[config.mk]
export PLATFORM = sky130hd
export DESIGN_NAME = debug_pc_tracking_priority
export DESIGN_NICKNAME = d
export VERILOG_FILES = /design/src/verilog/dbg_pkg.sv /design/src/verilog/debug_pc_tracking_priority.sv /design/src/verilog/boundary_chain.sv
export SDC_FILE = /design/constraint.sdc
export NUM_CORES = 1
export LEC_CHECK = 0
export ABC_CLOCK_PERIOD_IN_PS = 2400
export BUFFER_PORTS_ARGS = -buffer_cell sky130_fd_sc_hd__buf_2
export CORE_AREA = 2 2 164 286
export DETAILED_ROUTE_END_ITERATION = 10
export DIE_AREA = 0 0 166 288
export GPL_TIMING_DRIVEN = 0
export SYNTH_ARGS = -nofsm -noshare
export SYNTH_HDL_FRONTEND = slang
export SYNTH_HIERARCHICAL = 1
export SYNTH_SLANG_ARGS = --single-unit
[constraint.sdc]
create_clock -name mclk_in -period 2.4 [get_ports mclk_in]
set_input_delay 0.12 -clock mclk_in [delete_from_list [all_inputs] [get_ports mclk_in]]
set_output_delay 0.12 -clock mclk_in [all_outputs]
set_load 0.02 [all_outputs]
[src/verilog/dbg_pkg.sv]
// Constants shared by the debug PC tracker and its boundary chain
package dbg_pkg;
  // APB register byte offsets
  localparam logic [11:0] REG_CTRL = 12'h000;
  localparam logic [11:0] REG_STAT = 12'h004;
  localparam logic [11:0] REG_PCADV = 12'h008;
  localparam logic [11:0] REG_CHAIN = 12'h00C;
  // Control register fields
  localparam int CTRL_EN_BIT = 0;
  localparam int CTRL_CLR_BIT = 1;
  localparam logic CTRL_EN_RST = 1'b1;
  // Status register fields
  localparam int STAT_ACK_BIT = 0;
  localparam int STAT_SYS_BIT = 1;
  localparam int STAT_HOLD_BIT = 2;
  localparam int STAT_IRQ_BIT = 3;
  localparam int STAT_ABT_BIT = 4;
  localparam int STAT_MIN_BIT = 5;
  localparam int STAT_RSN_LSB = 8;
  localparam int STAT_MODE_LSB = 16;
  // Program counter advance, in word addresses
  localparam logic [31:0] ADV_BKPT = 32'h0000_0004;
  localparam logic [31:0] ADV_WPT = 32'h0000_0004;
  localparam logic [31:0] ADV_WEXC = 32'h0000_0003;
  localparam logic [31:0] ADV_DREQ = 32'h0000_0003;
  localparam logic [31:0] ADV_INSN = 32'h0000_0001;
  localparam logic [31:0] ADV_SYS = 32'h0000_0003;
  localparam logic [1:0] MIN_INSNS = 2'h2;
  // Entry reasons
  localparam logic [1:0] RSN_BKPT = 2'h0;
  localparam logic [1:0] RSN_WPT = 2'h1;
  localparam logic [1:0] RSN_WEXC = 2'h2;
  localparam logic [1:0] RSN_DREQ = 2'h3;
  // Processor mode codes
  localparam logic [4:0] MODE_USR = 5'h10;
  localparam logic [4:0] MODE_IRQ = 5'h12;
  localparam logic [4:0] MODE_ABT = 5'h17;
  // Boundary chain layout, cell position minus one gives the bit index
  localparam int CHAIN_LEN = 105;
  localparam int DATA_W = 32;
  localparam int IDX_DATA0 = 0;
  localparam int IDX_BKPT = 32;
  localparam int IDX_DACK = 46;
  localparam int IDX_DREQ = 52;
  localparam int IDX_CTRL_LAST = 72;
  localparam int IDX_ADDR31 = 73;
  localparam int CTRL_CELLS = 41;
  // Test instruction codes, four bits wide
  localparam int IR_W = 4;
  localparam logic [3:0] IR_EXTEST = 4'h0;
  localparam logic [3:0] IR_RESTART = 4'h4;
  localparam logic [3:0] IR_INTEST = 4'hC;
  localparam logic [3:0] IR_BYPASS = 4'hF;
  localparam logic [3:0] IR_CAPTURE = 4'h1;
endpackage : dbg_pkg

[src/verilog/debug_pc_tracking_priority.sv]
// Debug entry priority, PC advance tracking and test port of the core
`timescale 1ns/10ps
`default_nettype none
module debug_pc_tracking_priority
  import dbg_pkg::*;
(
  // Clock and reset
  input wire logic mclk_in,
  input wire logic rst_in,
  // APB slave
  input wire logic psel_in,
  input wire logic penable_in,
  input wire logic pwrite_in,
  input wire logic [11:0] paddr_in,
  input wire logic [31:0] pwdata_in,
  output logic [31:0] prdata_out,
  output logic pready_out,
  output logic pslverr_out,
  // Test port pins from the debugger
  input wire logic tck_in,
  input wire logic tms_in,
  input wire logic tdi_in,
  output logic tdo_out,
  output logic tdo_oe_out,
  // Debug request pin
  input wire logic debug_request_input_in,
  // Core events, same clock
  input wire logic bkpt_hit_in,
  input wire logic wpt_hit_in,
  input wire logic prefetch_abort_in,
  input wire logic data_abort_in,
  input wire logic irq_pending_in,
  input wire logic other_exc_in,
  input wire logic [4:0] exc_mode_in,
  input wire logic vector_fetched_in,
  input wire logic insn_exec_in,
  input wire logic break_point_flag_in,
  input wire logic sys_done_in,
  input wire logic sys_abort_in,
  // Cells sampled into the boundary chain
  input wire logic [DATA_W-1:0] core_data_in,
  input wire logic [DATA_W-1:0] core_addr_in,
  input wire logic [CTRL_CELLS-1:0] ctrl_cells_in,
  // Core status outputs
  output logic debug_acknowledge_out,
  output logic irq_disable_out,
  output logic sys_speed_out,
  output logic resume_fetch_out,
  output logic [4:0] mode_out,
  output logic [31:0] pc_adv_out,
  output logic [CHAIN_LEN-1:0] chain_drive_out
);
  // Test controller states
  typedef enum logic [15:0] {
    T_RESET = 16'h0001, T_IDLE = 16'h0002, T_SELDR = 16'h0004,
    T_CAPDR = 16'h0008, T_SHDR = 16'h0010, T_EX1DR = 16'h0020,
    T_PSDR = 16'h0040, T_EX2DR = 16'h0080, T_UPDR = 16'h0100,
    T_SELIR = 16'h0200, T_CAPIR = 16'h0400, T_SHIR = 16'h0800,
    T_EX1IR = 16'h1000, T_PSIR = 16'h2000, T_EX2IR = 16'h4000,
    T_UPIR = 16'h8000
  } tap_t;

  // Core debug states
  typedef enum logic [3:0] {
    D_RUN = 4'h1,   // Normal execution
    D_HOLD = 4'h2,  // Entry waiting for abort vector fetch
    D_DEBUG = 4'h4, // Halted, instructions clocked by debugger
    D_SYS = 4'h8    // System-speed access in flight
  } dbg_t;

  typedef struct packed {
    logic [2:0] tck_s;   // Clock pin synchroniser and edge history
    logic [1:0] tms_s;
    logic [1:0] tdi_s;
    logic [1:0] dreq_s;
    tap_t tap;
    logic [IR_W-1:0] ir_sh;
    logic [IR_W-1:0] ir;
    logic byp;
    logic tdo;
    logic tdo_oe;
    dbg_t st;
    logic [31:0] pc_adv;
    logic [4:0] mode;
    logic [1:0] rsn;
    logic irq_rem;
    logic abt_rem;
    logic [1:0] insn_cnt;
    logic sys_next;
    logic en;
    logic resume;
    logic [31:0] prdata;
    logic err;
  } state_t;

  state_t q, d;

  // Next test controller state for one clock rise
  function automatic tap_t tap_next(input tap_t s, input logic m);
    case (s)
      T_RESET: tap_next = m ? T_RESET : T_IDLE;
      T_IDLE: tap_next = m ? T_SELDR : T_IDLE;
      T_SELDR: tap_next = m ? T_SELIR : T_CAPDR;
      T_CAPDR: tap_next = m ? T_EX1DR : T_SHDR;
      T_SHDR: tap_next = m ? T_EX1DR : T_SHDR;
      T_EX1DR: tap_next = m ? T_UPDR : T_PSDR;
      T_PSDR: tap_next = m ? T_EX2DR : T_PSDR;
      T_EX2DR: tap_next = m ? T_UPDR : T_SHDR;
      T_UPDR: tap_next = m ? T_SELDR : T_IDLE;
      T_SELIR: tap_next = m ? T_RESET : T_CAPIR;
      T_CAPIR: tap_next = m ? T_EX1IR : T_SHIR;
      T_SHIR: tap_next = m ? T_EX1IR : T_SHIR;
      T_EX1IR: tap_next = m ? T_UPIR : T_PSIR;
      T_PSIR: tap_next = m ? T_EX2IR : T_PSIR;
      T_EX2IR: tap_next = m ? T_UPIR : T_SHIR;
      T_UPIR: tap_next = m ? T_SELDR : T_IDLE;
      default: tap_next = T_RESET;
    endcase
  endfunction : tap_next

  // Boundary chain selected by the current instruction
  function automatic logic chain_sel(input logic [IR_W-1:0] i);
    chain_sel = (i == IR_EXTEST) || (i == IR_INTEST);
  endfunction : chain_sel

  logic tck_rise;
  logic tck_fall;
  logic dreq;
  logic ch_sout;
  logic [CHAIN_LEN-1:0] ch_par;
  logic [CTRL_CELLS-1:0] ctrl_v;
  logic acc;
  logic wr;

  // Edges taken from the second and third stages only
  assign tck_rise = q.tck_s[1] & ~q.tck_s[2];
  assign tck_fall = ~q.tck_s[1] & q.tck_s[2];
  assign dreq = q.dreq_s[1];
  assign acc = psel_in & penable_in;
  assign wr = acc & pwrite_in;

  // Control cells with the core's own debug signals in their slots
  always_comb begin
    ctrl_v = ctrl_cells_in;
    ctrl_v[IDX_BKPT-IDX_BKPT] = bkpt_hit_in;
    ctrl_v[IDX_DACK-IDX_BKPT] = debug_acknowledge_out;
    ctrl_v[IDX_DREQ-IDX_BKPT] = dreq;
  end

  // Data cells first, then control cells
  assign ch_par[IDX_DATA0 +: DATA_W] = core_data_in;
  assign ch_par[IDX_BKPT +: CTRL_CELLS] = ctrl_v;

  // Address cells run from bit 31 down to bit 0
  for (genvar k = 0; k < DATA_W; k++) begin : g_addr
    assign ch_par[IDX_ADDR31+k] = core_addr_in[DATA_W-1-k];
  end

  boundary_chain #(
    .LEN(CHAIN_LEN)
  ) u_chain (
    .mclk_in(mclk_in),
    .rst_in(rst_in),
    .capture_in(tck_rise && q.tap == T_CAPDR && chain_sel(q.ir)),
    .shift_in(tck_rise && q.tap == T_SHDR && chain_sel(q.ir)),
    .update_in(tck_rise && q.tap == T_UPDR && chain_sel(q.ir)),
    .serial_in(q.tdi_s[1]),
    .par_in(ch_par),
    .serial_out(ch_sout),
    .par_out(chain_drive_out)
  );

  // All next-state logic: sync, test port, debug tracking, APB
  always_comb begin
    d = q;
    d.tck_s = {q.tck_s[1:0], tck_in};
    d.tms_s = {q.tms_s[0], tms_in};
    d.tdi_s = {q.tdi_s[0], tdi_in};
    d.dreq_s = {q.dreq_s[0], debug_request_input_in};
    d.resume = 1'b0;

    // Test port advances on each sampled clock rise
    if (tck_rise) begin
      d.tap = tap_next(q.tap, q.tms_s[1]);
      case (q.tap)
        T_RESET: begin
          d.ir = IR_BYPASS;
        end
        T_CAPIR: begin
          d.ir_sh = IR_CAPTURE;
        end
        T_SHIR: begin
          d.ir_sh = {q.tdi_s[1], q.ir_sh[IR_W-1:1]};
        end
        T_UPIR: begin
          d.ir = q.ir_sh;
        end
        T_CAPDR: begin
          d.byp = 1'b0;
        end
        T_SHDR: begin
          d.byp = q.tdi_s[1];
        end
        default: begin
        end
      endcase
    end

    // Output driven on the falling edge, only while shifting
    if (tck_fall) begin
      d.tdo_oe = (q.tap == T_SHDR) || (q.tap == T_SHIR);
      if (q.tap == T_SHIR) begin
        d.tdo = q.ir_sh[0];
      end else if (chain_sel(q.ir)) begin
        d.tdo = ch_sout;
      end else begin
        d.tdo = q.byp;
      end
    end

    // Writes come first, so a flag set further down wins over a clear
    if (wr && paddr_in == REG_CTRL) begin
      d.en = pwdata_in[CTRL_EN_BIT];
      if (pwdata_in[CTRL_CLR_BIT]) begin
        d.irq_rem = 1'b0;
        d.abt_rem = 1'b0;
      end
    end

    // Debug state tracking
    case (q.st)
      D_RUN: begin
        if (!q.en) begin
          d.st = D_RUN;
        end else if (bkpt_hit_in && !prefetch_abort_in) begin
          // Pending interrupts play no part here
          d.st = D_DEBUG;
          d.pc_adv = ADV_BKPT;
          d.rsn = RSN_BKPT;
          d.insn_cnt = '0;
        end else if (wpt_hit_in && data_abort_in) begin
          // Wait for abort mode and the vector fetch first
          d.st = D_HOLD;
          d.mode = MODE_ABT;
          d.abt_rem = 1'b1;
          d.rsn = RSN_WEXC;
        end else if (wpt_hit_in && irq_pending_in) begin
          d.st = D_DEBUG;
          d.mode = MODE_IRQ;
          d.irq_rem = 1'b1;
          d.pc_adv = ADV_WEXC;
          d.rsn = RSN_WEXC;
          d.insn_cnt = '0;
        end else if (wpt_hit_in && other_exc_in) begin
          d.st = D_DEBUG;
          d.mode = exc_mode_in;
          d.pc_adv = ADV_WEXC;
          d.rsn = RSN_WEXC;
          d.insn_cnt = '0;
        end else if (wpt_hit_in) begin
          // Triggering access already done, return skips it
          d.st = D_DEBUG;
          d.pc_adv = ADV_WPT;
          d.rsn = RSN_WPT;
          d.insn_cnt = '0;
        end else if (dreq) begin
          // Last instruction has completed before entry
          d.st = D_DEBUG;
          d.pc_adv = ADV_DREQ;
          d.rsn = RSN_DREQ;
          d.insn_cnt = '0;
          if (irq_pending_in) begin
            d.mode = MODE_IRQ;
            d.irq_rem = 1'b1;
          end
        end
      end
      D_HOLD: begin
        if (vector_fetched_in) begin
          d.st = D_DEBUG;
          d.pc_adv = ADV_WEXC;
          d.insn_cnt = '0;
        end
      end
      D_DEBUG: begin
        if (q.ir == IR_RESTART && q.tap == T_IDLE) begin
          // Resume only once the controller sits in run-test/idle
          d.st = D_RUN;
          d.resume = 1'b1;
          d.sys_next = 1'b0;
        end else if (insn_exec_in) begin
          d.sys_next = break_point_flag_in;
          if (q.insn_cnt != MIN_INSNS) begin
            d.insn_cnt = q.insn_cnt + 2'h1;
          end
          if (q.sys_next) begin
            d.st = D_SYS;
            d.pc_adv = q.pc_adv + ADV_SYS;
          end else begin
            d.pc_adv = q.pc_adv + ADV_INSN;
          end
        end
      end
      D_SYS: begin
        if (sys_abort_in) begin
          d.mode = MODE_ABT;
          d.abt_rem = 1'b1;
          d.st = D_DEBUG;
        end else if (sys_done_in) begin
          d.st = D_DEBUG;
        end
      end
      default: begin
        d.st = D_RUN;
      end
    endcase

    // APB read data prepared in the setup cycle, answered next
    d.prdata = '0;
    d.err = 1'b0;
    if (psel_in && !penable_in) begin
      case (paddr_in)
        REG_CTRL: begin
          d.prdata[CTRL_EN_BIT] = q.en;
        end
        REG_STAT: begin
          d.prdata[STAT_ACK_BIT] = q.st == D_DEBUG;
          d.prdata[STAT_SYS_BIT] = q.st == D_SYS;
          d.prdata[STAT_HOLD_BIT] = q.st == D_HOLD;
          d.prdata[STAT_IRQ_BIT] = q.irq_rem;
          d.prdata[STAT_ABT_BIT] = q.abt_rem;
          d.prdata[STAT_MIN_BIT] = q.insn_cnt == MIN_INSNS;
          d.prdata[STAT_RSN_LSB +: 2] = q.rsn;
          d.prdata[STAT_MODE_LSB +: 5] = q.mode;
        end
        REG_PCADV: begin
          d.prdata = q.pc_adv;
        end
        REG_CHAIN: begin
          d.prdata[IR_W-1:0] = q.ir;
        end
        default: begin
          d.err = 1'b1;
        end
      endcase
    end

  end

  // Single state register
  always_ff @(posedge mclk_in) begin
    if (rst_in) begin
      q <= '0;
      q.tap <= T_RESET;
      q.ir <= IR_BYPASS;
      q.st <= D_RUN;
      q.mode <= MODE_USR;
      q.en <= CTRL_EN_RST;
    end else begin
      q <= d;
    end
  end

  // Outputs
  assign prdata_out = q.prdata;
  assign pready_out = 1'b1;
  assign pslverr_out = acc & q.err;
  assign tdo_out = q.tdo;
  assign tdo_oe_out = q.tdo_oe;
  assign debug_acknowledge_out = q.st == D_DEBUG;
  assign irq_disable_out = q.st != D_RUN;
  assign sys_speed_out = q.st == D_SYS;
  assign resume_fetch_out = q.resume;
  assign mode_out = q.mode;
  assign pc_adv_out = q.pc_adv;
endmodule : debug_pc_tracking_priority
`default_nettype wire

[src/verilog/boundary_chain.sv]
// Boundary scan chain with capture, shift and update stages
`timescale 1ns/10ps
`default_nettype none
module boundary_chain
  import dbg_pkg::*;
#(
  parameter int LEN = CHAIN_LEN
) (
  // Clock and reset
  input wire logic mclk_in,
  input wire logic rst_in,
  // Stage strobes, one cycle each
  input wire logic capture_in,
  input wire logic shift_in,
  input wire logic update_in,
  // Serial and parallel data
  input wire logic serial_in,
  input wire logic [LEN-1:0] par_in,
  output logic serial_out,
  output logic [LEN-1:0] par_out
);
  initial begin
    if (LEN < 2) $error("boundary_chain: LEN too small");
  end

  typedef struct packed {
    logic [LEN-1:0] sh;  // Shift stage
    logic [LEN-1:0] upd; // Update latch driving pads or core
  } chain_t;

  chain_t q, d;

  // Capture beats shift; position one sits next to the serial output
  always_comb begin
    d = q;
    if (capture_in) begin
      d.sh = par_in;
    end else if (shift_in) begin
      d.sh = {serial_in, q.sh[LEN-1:1]};
    end
    if (update_in) begin
      d.upd = q.sh;
    end
  end

  // State register
  always_ff @(posedge mclk_in) begin
    if (rst_in) begin
      q <= '0;
    end else begin
      q <= d;
    end
  end

  assign serial_out = q.sh[0];
  assign par_out = q.upd;
endmodule : boundary_chain
`default_nettype wire

==> impl_metrics.env, run 1 <==
export IMPL_outcome="completed"
export IMPL_routed_wl_um=51200
export IMPL_globalplace_congestion=0.889
export IMPL_max_cap_violations=0
export IMPL_first_global_vias=14383
export IMPL_crit_family="simple AND/OR/NAND/NOR gates"
export IMPL_synth_top_area_share_pct=41.8
export IMPL_slew_viol_final=0
export IMPL_async_flop_share_pct=0
export IMPL_drt_first_pass_iters=5
export IMPL_fin_crit_sh_pct=98.6
export IMPL_grt_max_degree=15
export IMPL_clkTransAtPathRegs_ps=60
export IMPL_power_mw=12.6
export IMPL_core_area_um2=45700
export IMPL_vdd_ir_drop_max_mv=0.579
export IMPL_crit_start="q[80]$_SDFFE_PP0P_"
export IMPL_min_from="exc_mode_in[3]"
export IMPL_r2r_cells=7
export IMPL_syn_cell_area_um2=15700
export IMPL_postRouteAntennaNets=0
export IMPL_grt_pass1_wl_um=78000
export IMPL_worst_pin_slew_ps=877
export IMPL_synth_area_per_cell_um2=9.47
export IMPL_wl_per_cell_um=18.5
export IMPL_worst_slack_ps=34.8
export IMPL_clkLatencyLatePin_ps=530
export IMPL_critical_path_required_ps=2860
export IMPL_timing_critical_path_buf_inv=2
export IMPL_cp_depth=7
export IMPL_synth_area_leaders="dfxtp_1 (42%), mux2i_1 (14%), buf_4 (9.0%)"
export IMPL_arrival_ps=2820
export IMPL_die_x_um=166
export IMPL_track_usage_pct=20.4
export IMPL_cp_cell_sequence="nor4b_4, inv_2, a21o_1, a221o_2, buf_6, or4_1, a21oi_2"
export IMPL_finalCriticalPeriod_ps=2370
export IMPL_syn_to_final_growth_pct=35.2
export IMPL_pin_count=356
export IMPL_dieArea_um2=47800
export IMPL_fin_skew_ps=17.8
export IMPL_synthTopCellsByCount="dfxtp_1 (329), mux2i_1 (227), buf_4 (188), nor2_1 (148), nor2b_1 (123)"
export IMPL_ys_types=68
export IMPL_cp_slowest_cell="or4_1"
export IMPL_drcViolationCount=0
export IMPL_fmax_ghz=0.423
export IMPL_die_y_um=288
export IMPL_hold_class="input port to flip-flop"
export IMPL_drive_gt1_share_pct=34.3
export IMPL_crit_path_max_fanout=8
export IMPL_cts_tree="built"
export IMPL_layout_nets=2335
export IMPL_holdPathStages=5
export IMPL_antenna_found_initial=2
export IMPL_dp_slack_ps=-818
export IMPL_grt_overflow_total=0
export IMPL_fin_cells=2770
export IMPL_critPathLaunchType="flip-flop"
export IMPL_synth_cells=1663
export IMPL_ys_flop_type="dfxtp_1"
export IMPL_rsz0062_at_grt="yes"
export IMPL_p_leak_nw=8.47
export IMPL_slew_headroom_pct=41.6
export IMPL_synth_largest_area_cell="dfxtp_1"
export IMPL_io_buffers=317
export IMPL_slowest_delay_ps=530
export IMPL_power_density_nw_per_um2=593
export IMPL_num_vias=13910
export IMPL_setup_viol=0
export IMPL_cts_root_buf="clkbuf_16"
export IMPL_yosysMostFrequentCell="dfxtp_1"
export IMPL_rr_startpoint="q[80]$_SDFFE_PP0P_"
export IMPL_hold_slack_ps=38.8
export IMPL_synth_seq_cells=329
export IMPL_hold_viol_final=0
export IMPL_viasPerCell=5.02
export IMPL_synth_net_count=1840
export IMPL_cts_buffers=36
export IMPL_synth_seq_area_share_pct=41.8
export IMPL_dp_cells=2563
export IMPL_rows=104
export IMPL_drtIter0Drc=520
export IMPL_start_util_pct=34.5
export IMPL_cts_max_path_buffers=3
export IMPL_cts_max_level=2
export IMPL_crit_type="flip-flop to flip-flop"
export IMPL_clkSinkCount=329
export IMPL_yosysWarningCount=6
export IMPL_worstSetupEndpointType="flip-flop"
export IMPL_synth_edf_count=0
export IMPL_dpl_hpwl_um=37700
==> power breakdown <==
| part | internal, mW | total, mW | switching, mW |
|---|---|---|---|
| registers | 5.50 | 5.55 | 0.0501 |
| clock network | 3.53 | 5.91 | 2.39 |
| logic | 0.510 | 1.17 | 0.658 |
| total | 9.54 | 12.6 | 3.09 |
==> worst reg2reg max path, cell delays in order (launching register included) <==
cell and delay (ps):
dfxtp_4 380, nor4b_4 320, inv_2 90, a21o_1 180, a221o_2 470, buf_6 180
or4_1 530, a21oi_2 150
==> cells in the final DEF, fill, tap and decap left out, types with 6 or more instances in the layout <==
| cell | n |
|---|---|
| mux2i_2 | 8 |
| buf_2 | 327 |
| nor4_1 | 10 |
| nor4_4 | 7 |
| clkbuf_8 | 8 |
| buf_4 | 210 |
| clkbuf_4 | 8 |
| o21ai_0 | 21 |
| dlygate4sd3_1 | 123 |
| clkbuf_2 | 9 |
| o31ai_2 | 8 |
| nor2b_1 | 115 |
| nand2_1 | 46 |
| dfxtp_2 | 6 |
| nor3b_1 | 7 |
| a22o_1 | 10 |
| and2_1 | 20 |
| and3_1 | 10 |
| or4_1 | 18 |
| nand4_1 | 14 |
| o22ai_1 | 6 |
| nor3_1 | 19 |
| a21oi_1 | 41 |
| buf_6 | 17 |
| a211oi_1 | 86 |
| dfxtp_1 | 321 |
| nor2b_2 | 8 |
| nand3_1 | 27 |
| xor2_1 | 6 |
| clkinvlp_4 | 6 |
| o31ai_1 | 9 |
| a22oi_1 | 6 |
| clkbuf_1 | 53 |
| nor4_2 | 7 |
| nor2_1 | 146 |
| inv_1 | 18 |
| o211ai_1 | 30 |
| mux2i_1 | 217 |
| clkbuf_16 | 37 |
| a211oi_2 | 23 |
==> metrics by stage <==
stage / utilization (%) / TNS, ps / cell area (um^2)
3_3_place_gp: 39.6 / -161680 / 18100
2_1_floorplan: - / 0 / 15700
5_1_grt: 46.6 / -141 / 21300
3_5_place_dp: 39.6 / -160600 / 18100
4_1_cts: 45.7 / -202 / 20900
6_report: 46.6 / 0 / 21300
==> final cells by class <==
| type | count | area (um^2) |
|---|---|---|
| Tap cell | 583 | 729 |
| Clock buffer | 49 | 1050 |
| Timing Repair Buffer | 462 | 2990 |
| Buffer | 289 | 2060 |
| Clock inverter | 17 | 211 |
| Multi-Input combinational cell | 1018 | 7560 |
| Fill cell | 4288 | 24400 |
| Antenna cell | 1 | 2.50 |
| Inverter | 22 | 87.6 |
| Sequential cell | 329 | 6600 |
==> flip-flops by register name (all words and copies together) (netlist names) <==
register	cells
ch_par	1
d	5
mode_out	5
pc_adv_out	32
prdata_out	32
q	41
resume_fetch_out	1
tdo_oe_out	1
tdo_out	1
u_chain/par_out	105
u_chain/q	104
u_chain/serial_out	1
==> per-layer routing <==
metal / track usage [%] / vias to the layer above / wire [um]
li1: - / 6708 / -
met2: 39.9 / 446 / 27500
met1: 20.1 / 6606 / 18600
met4: 12.4 / 0 / 3080
met3: 2.76 / 150 / 2080
met5: 0 / - / 0
==> cells by family after synthesis <==
family	count (synthesis)	synth area share (%)
and+or+nand+nor	502	17.4
AOI/OAI and AO/OA	271	12.4
xor gates and xnor gates	10	0.556
muxes	231	14.8
other	1	0.0238
buffers and inverters	316	12.7
adders and majority gates	3	0.286
DFF	329	41.8
==> what timing repair did <==
action                                  4_1_cts  5_1_grt
pin swaps                                    11        5
setup buffers                                15        6
resized for setup                            62      114
hold buffers                                123        0
endpoints found under the hold margin       122        0
cloned                                        1        0
endpoints found under the setup margin      261      188
==> final timing paths <==
kind | to | slack (ps)
worst min register to register | d[118]$_SDFF_PP0_ | 440
worst max-delay path | pc_adv_out[4]$_SDFFE_PP0P_ | 30
worst max register to register | pc_adv_out[4]$_SDFFE_PP0P_ | 30
worst min-delay path | mode_out[3]$_SDFFE_PP0P_ | 40
Power figures use the tool's default switching activity.
==> run 2: changes to the inputs <==
--- a/config.mk
+++ b/config.mk
@@ -5,11 +5,12 @@
 export SDC_FILE = /design/constraint.sdc
 export NUM_CORES = 1
 export LEC_CHECK = 0
+export ABC_AREA = 1
 export ABC_CLOCK_PERIOD_IN_PS = 2400
 export BUFFER_PORTS_ARGS = -buffer_cell sky130_fd_sc_hd__buf_2
-export CORE_AREA = 2 2 164 286
+export CORE_AREA = 2 2 167 292
 export DETAILED_ROUTE_END_ITERATION = 10
-export DIE_AREA = 0 0 166 288
+export DIE_AREA = 0 0 169 294
 export GPL_TIMING_DRIVEN = 0
 export SYNTH_ARGS = -nofsm -noshare
 export SYNTH_HDL_FRONTEND = slang
==> impl_metrics.env, run 2 <==
export IMPL_synth_cells=2492
export IMPL_synth_seq_area_share_pct=40.0
export IMPL_dp_cells=3407
export IMPL_fin_skew_ps=25.3
export IMPL_ys_flop_type="dfxtp_1"
export IMPL_grt_pass1_wl_um=87200
export IMPL_synth_area_per_cell_um2=6.61
export IMPL_final_common_cell="nand2_1"
export IMPL_max_cap_violations=0
export IMPL_setup_viol=0
export IMPL_finalCriticalPeriod_ps=2300
export IMPL_power_mw=13.0
export IMPL_dpl_hpwl_um=44600
export IMPL_drt_first_pass_iters=5
export IMPL_worstSetupEndpointType="flip-flop"
export IMPL_clkTransAtPathRegs_ps=70
export IMPL_wl_per_cell_um=15.9
export IMPL_seqCellArea_um2=6590
export IMPL_ys_types=42
export IMPL_synthTopCellsByCount="nand2_1 (797), nor2_1 (371), dfxtp_1 (329), inv_1 (209), buf_4 (188)"
export IMPL_fin_cells=3591
export IMPL_slew_viol_final=0
export IMPL_drive_gt1_share_pct=22.8
export IMPL_cts_tree="built"
export IMPL_power_density_nw_per_um2=613
export IMPL_synth_area_leaders="dfxtp_1 (40%), nand2_1 (18%), buf_4 (8.6%)"
export IMPL_synth_net_count=2669
export IMPL_hold_class="input port to flip-flop"
export IMPL_pin_count=356
export IMPL_hold_slack_ps=25.1
export IMPL_clkLatencyLatePin_ps=540
export IMPL_fin_setup_tns_ps=0
export IMPL_worst_slack_ps=97.2
export IMPL_synth_top_area_share_pct=40.0
export IMPL_dp_slack_ps=-667
export IMPL_core_area_um2=47500
export IMPL_drcViolationCount=0
export IMPL_vdd_ir_drop_max_mv=0.543
export IMPL_routed_wl_um=57100
export IMPL_die_y_um=294
export IMPL_async_flop_share_pct=0
export IMPL_grt_overflow_total=0
export IMPL_rows=106
export IMPL_track_usage_pct=22.2
export IMPL_dieArea_um2=49700
export IMPL_yosysMostFrequentCell="nand2_1"
export IMPL_worst_pin_slew_ps=865
export IMPL_synth_largest_area_cell="dfxtp_1"
export IMPL_cts_max_path_buffers=3
export IMPL_hold_viol_final=0
export IMPL_clkSinkCount=329
export IMPL_layout_nets=3146
export IMPL_synth_edf_count=0
export IMPL_cts_root_buf="clkbuf_16"
export IMPL_globalplace_congestion=0.947
export IMPL_multiInputGateArea_um2=7130
export IMPL_io_buffers=321
export IMPL_r2r_cells=11
export IMPL_cts_max_level=2
export IMPL_arrival_ps=2760
export IMPL_slew_headroom_pct=42.4
export IMPL_largest_register_ffs=105
export IMPL_critical_path_required_ps=2860
export IMPL_viasPerCell=4.65
export IMPL_fin_crit_sh_pct=95.9
export IMPL_postRouteAntennaNets=0
export IMPL_p_leak_nw=10.6
export IMPL_drtIter0Drc=883
export IMPL_critPathLaunchType="flip-flop"
export IMPL_yosysWarningCount=6
export IMPL_first_global_vias=16641
export IMPL_fmax_ghz=0.434
export IMPL_antenna_found_initial=4
export IMPL_num_vias=16699
export IMPL_die_x_um=169
export IMPL_cts_buffers=34
export IMPL_syn_to_final_growth_pct=29.2
export IMPL_grt_max_degree=15
export IMPL_synth_seq_cells=329
export IMPL_fillerInstances=4909
export IMPL_layout_cells_most_common_list="nand2_1 (793), nor2_1 (362), buf_2 (350)"
export IMPL_start_util_pct=34.7
export IMPL_holdPathStages=5
export IMPL_crit_path_max_fanout=6
export IMPL_outcome="completed"
export IMPL_syn_cell_area_um2=16500
export IMPL_crit_type="flip-flop to flip-flop"
run 2: layer usage:
layer  wire (um)  vias to the layer above  GRT usage [%]
met5          16                        -              0
li1            -                     8486              -
met2       30700                      535           44.8
met1       20600                     7544           21.6
met3        3040                      130           3.34
met4        2780                        4           10.6
run 2: logic make-up (layout without fill, tap and decap cells):
kind of cell | Yosys count | count (layout) | synth area share, %
flip-flops | 329 | 329 | 40.0
XOR/XNOR | 11 | 11 | 0.585
other | 1 | 4 | 0.0228
adder cells (fa/ha/maj) | 3 | 3 | 0.273
buffers and inverters | 512 | 1014 | 17.1
AO/OA/AOI/OAI | 318 | 318 | 9.86
AND/OR/NAND/NOR | 1318 | 1318 | 32.2
run 2: power by group:
group	leakage [nW]	switching (mW)	total [mW]	internal, mW
clock	0.569	2.31	5.58	3.27
combinational	7.41	1.11	1.78	0.670
sequential	2.65	0.114	5.68	5.57
run 2: worst paths after layout:
check,startpoint,endpoint,slack (ps)
max,pc_adv_out[1]$_SDFFE_PP0P_,pc_adv_out[29]$_SDFFE_PP0P_,100
max reg2reg,pc_adv_out[1]$_SDFFE_PP0P_,pc_adv_out[29]$_SDFFE_PP0P_,100
min,core_data_in[20],u_chain/q[125]$_SDFFE_PP0P_,30
min reg2reg,d[117]$_SDFF_PP0_,d[118]$_SDFF_PP0_,410
run 2: timing repair:
| item | 4_1_cts | 5_1_grt |
|---|---|---|
| setup buffers | 2 | 1 |
| gates resized for setup | 8 | 21 |
| hold buffers | 118 | 0 |
| pin swaps | 1 | 1 |
| endpoints found under the hold margin | 114 | 0 |
| endpoints found under the setup margin | 132 | 195 |
run 2: area by class of cell:
type | instances | share of cell area (%)
Antenna cell | 3 | 0.0353
Buffer | 291 | 9.43
Clock buffer | 50 | 4.76
Clock inverter | 11 | 0.741
Inverter | 220 | 3.88
Multi-Input combinational cell | 1651 | 33.5
Sequential cell | 329 | 31.0
Tap cell | 594 | 3.49
Timing Repair Buffer | 442 | 13.2
run 2: per-stage QoR:
step	cell area, um^2	utilization (%)
finish	21300	44.8
global route	21300	44.8
CTS	21200	44.7
detailed placement	18800	39.6
global placement	18800	39.6
floorplan	16500	-
run 2: worst max-delay path, cell delays in order (launching register included):
cell and delay (ps):
dfxtp_1 390, ha_1 330, nand3_1 100, nand2_1 250, nand3_1 400, nor2_4 330, nand2_1 80, nand2_1 60
nand3_1 60, nor2_1 100, nor2_1 50, nor2_1 80
==> run 3: changes to the inputs <==
--- a/config.mk
+++ b/config.mk
@@ -8,9 +8,9 @@
 export ABC_AREA = 1
 export ABC_CLOCK_PERIOD_IN_PS = 2400
 export BUFFER_PORTS_ARGS = -buffer_cell sky130_fd_sc_hd__buf_2
-export CORE_AREA = 2 2 167 292
+export CORE_AREA = 2 2 157 274
 export DETAILED_ROUTE_END_ITERATION = 10
-export DIE_AREA = 0 0 169 294
+export DIE_AREA = 0 0 159 276
 export GPL_TIMING_DRIVEN = 0
 export SYNTH_ARGS = -nofsm -noshare
 export SYNTH_HDL_FRONTEND = slang
==> impl_metrics.env, run 3 (same netlist as run 2, synthesis figures left out) <==
export IMPL_antenna_found_initial=3
export IMPL_p_clk_share_pct=41.5
export IMPL_finalInstanceArea_um2=21200
export IMPL_power_switching_mw=3.54
export IMPL_dpl_instance_area_um2=18800
export IMPL_worstSetupEndpointType="flip-flop"
export IMPL_die_y_um=276
export IMPL_drt_first_pass_iters=5
export IMPL_start_util_pct=39.6
export IMPL_finalCriticalPeriod_ps=2270
export IMPL_io_buffers=321
export IMPL_fin_crit_sh_pct=94.7
export IMPL_grt_pass1_wl_um=86600
export IMPL_hold_slack_ps=28.8
export IMPL_routed_wl_um=55300
export IMPL_min_to="mode_out[1]$_SDFFE_PP0P_"
export IMPL_rsz0062_at_grt="yes"
export IMPL_wl_per_cell_um=15.6
export IMPL_core_area_um2=41600
export IMPL_dpl_hpwl_um=42300
export IMPL_rr_startpoint="q[95]$_SDFFE_PP0P_"
export IMPL_combPwrFrac_pct=13.9
export IMPL_die_x_um=159
export IMPL_clkLatencyLatePin_ps=550
export IMPL_grt_max_degree=16
export IMPL_num_vias=16731
export IMPL_hold_viol_final=0
export IMPL_syn_to_final_growth_pct=28.5
export IMPL_intPower_mw=9.21
export IMPL_seq_power_share_pct=44.6
export IMPL_hold_class="input port to flip-flop"
export IMPL_post_route_util_pct=50.8
export IMPL_grt_overflow_total=0
export IMPL_setup_viol=0
export IMPL_dieArea_um2=43900
export IMPL_vdd_ir_drop_max_mv=0.450
export IMPL_sw_frac_of_total_pct=27.8
export IMPL_fin_skew_ps=23.5
export IMPL_crit_type="flip-flop to flip-flop"
export IMPL_arrival_ps=2700
export IMPL_clkTransAtPathRegs_ps=60
export IMPL_pin_count=356
export IMPL_drive_gt1_share_pct=22.7
export IMPL_cts_max_level=2
export IMPL_rr_endpoint="u_chain/par_out[55]$_SDFFE_PP0P_"
export IMPL_first_global_vias=16920
export IMPL_fmax_ghz=0.440
export IMPL_critPathLaunchType="flip-flop"
export IMPL_p_leak_nw=10.6
export IMPL_globalplace_congestion=0.964
export IMPL_slew_viol_final=0
export IMPL_final_common_cell="nand2_1"
export IMPL_rows=99
export IMPL_crit_path_max_fanout=10
export IMPL_drtIter0Drc=905
export IMPL_viasPerCell=4.71
export IMPL_cts_tree="built"
export IMPL_min_from="exc_mode_in[1]"
export IMPL_worst_pin_slew_ps=881
export IMPL_critical_path_required_ps=2820
export IMPL_postRouteAntennaNets=0
export IMPL_outcome="completed"
export IMPL_largest_register_ffs=105
export IMPL_max_cap_violations=0
export IMPL_layout_cells_most_common_list="nand2_1 (792), nor2_1 (366), buf_2 (348)"
export IMPL_cts_buffers=34
export IMPL_r2r_cells=13
export IMPL_clkSinkCount=329
export IMPL_holdPathStages=4
export IMPL_drcViolationCount=0
export IMPL_cts_max_path_buffers=3
export IMPL_cts_root_buf="clkbuf_16"
export IMPL_r2r_slack_ps=130
export IMPL_layout_nets=3148
export IMPL_slew_headroom_pct=41.3
export IMPL_power_density_nw_per_um2=603
export IMPL_track_usage_pct=24.5
## run 3: changes by cell type in the layout (fill, tap and decap cells not counted), sizes merged
cell | before | now
diode | 3 | 1
buf | 562 | 561
bufinv | 3 | 1
clkinvlp | 2 | 3
clkinv | 7 | 10
clkbuf | 103 | 101
dlygate4sd3 | 118 | 120
## run 3: final cells by class
type	count	area, um^2
multi-input cells	1651	7120
diodes	1	2.50
fillers	4257	20500
clock inverters	13	124
well taps	555	694
flip-flops and latches	329	6590
inverters	220	826
repair buffers	443	2820
plain buffers	292	2010
clock buffers	47	971
## run 3: power groups by stage
stage | combinational (mW) | sequential, mW | clock, mW
after global routing | 1.93 | 5.69 | 5.61
final | 1.78 | 5.68 | 5.29
after CTS | 1.78 | 5.68 | 5.44
after floorplan | 1.02 | 5.77 | 0
after global placement | 1.61 | 5.80 | 0
after detailed placement | 1.62 | 5.80 | 0
## run 3: how the worst max path moves through the flow
| stage | start | end | slack [ps] | cells past startpoint |
|---|---|---|---|---|
| 3_3_place_gp | q[95]$_SDFFE_PP0P_ | u_chain/par_out[93]$_SDFFE_PP0P_ | -610 | 13 |
| 5_1_grt | q[95]$_SDFFE_PP0P_ | u_chain/par_out[55]$_SDFFE_PP0P_ | -7 | 13 |
| 2_1_floorplan | q[95]$_SDFFE_PP0P_ | u_chain/par_out[100]$_SDFFE_PP0P_ | 420 | 13 |
| 6_report | q[95]$_SDFFE_PP0P_ | u_chain/par_out[55]$_SDFFE_PP0P_ | 130 | 13 |
| 3_5_place_dp | q[95]$_SDFFE_PP0P_ | u_chain/par_out[62]$_SDFFE_PP0P_ | -590 | 13 |
| 4_1_cts | q[106]$_SDFFE_PP0P_ | u_chain/q[166]$_SDFFE_PP0P_ | 0.5 | 14 |
## run 3: through the flow
stage          total power, mW  TNS (ps)  instances  setup slack (ps)
2_1_floorplan             6.79         0       2492               417
3_3_place_gp              7.41    -54110       3368              -609
3_5_place_dp              7.42    -53810       3368              -588
4_1_cts                   12.9         0       3549             0.536
5_1_grt                   13.2     -7.61       3551             -7.21
6_report                  12.8         0       3551               128
## run 3: metal layers
metal | part of all wire, % | global-route usage [%] | vias up
met1 | 36 | 23.4 | 7583
met5 | 0.042 | 0 | -
met2 | 54 | 49.1 | 513
met4 | 5.6 | 13.2 | 4
met3 | 4.5 | 3.50 | 147
li1 | - | - | 8484
## run 3: critical path: stages (launching register included)
cell and delay (ps):
dfxtp_1 340, inv_1 60, nand2_1 110, nor2_4 190, nand2_2 130, nor2_4 150, nand2_1 140, nor2_4 200
buf_4 220, inv_2 110, buf_6 170, buf_6 150, nor2_1 110, nor2_1 60
## run 3: repair_timing
action,CTS,global route
hold buffers,120,0
pin swaps,1,1
hold endpoints to repair,117,0
gates resized for setup,9,23
buffers inserted,1,1
endpoints found under the setup margin,162,175
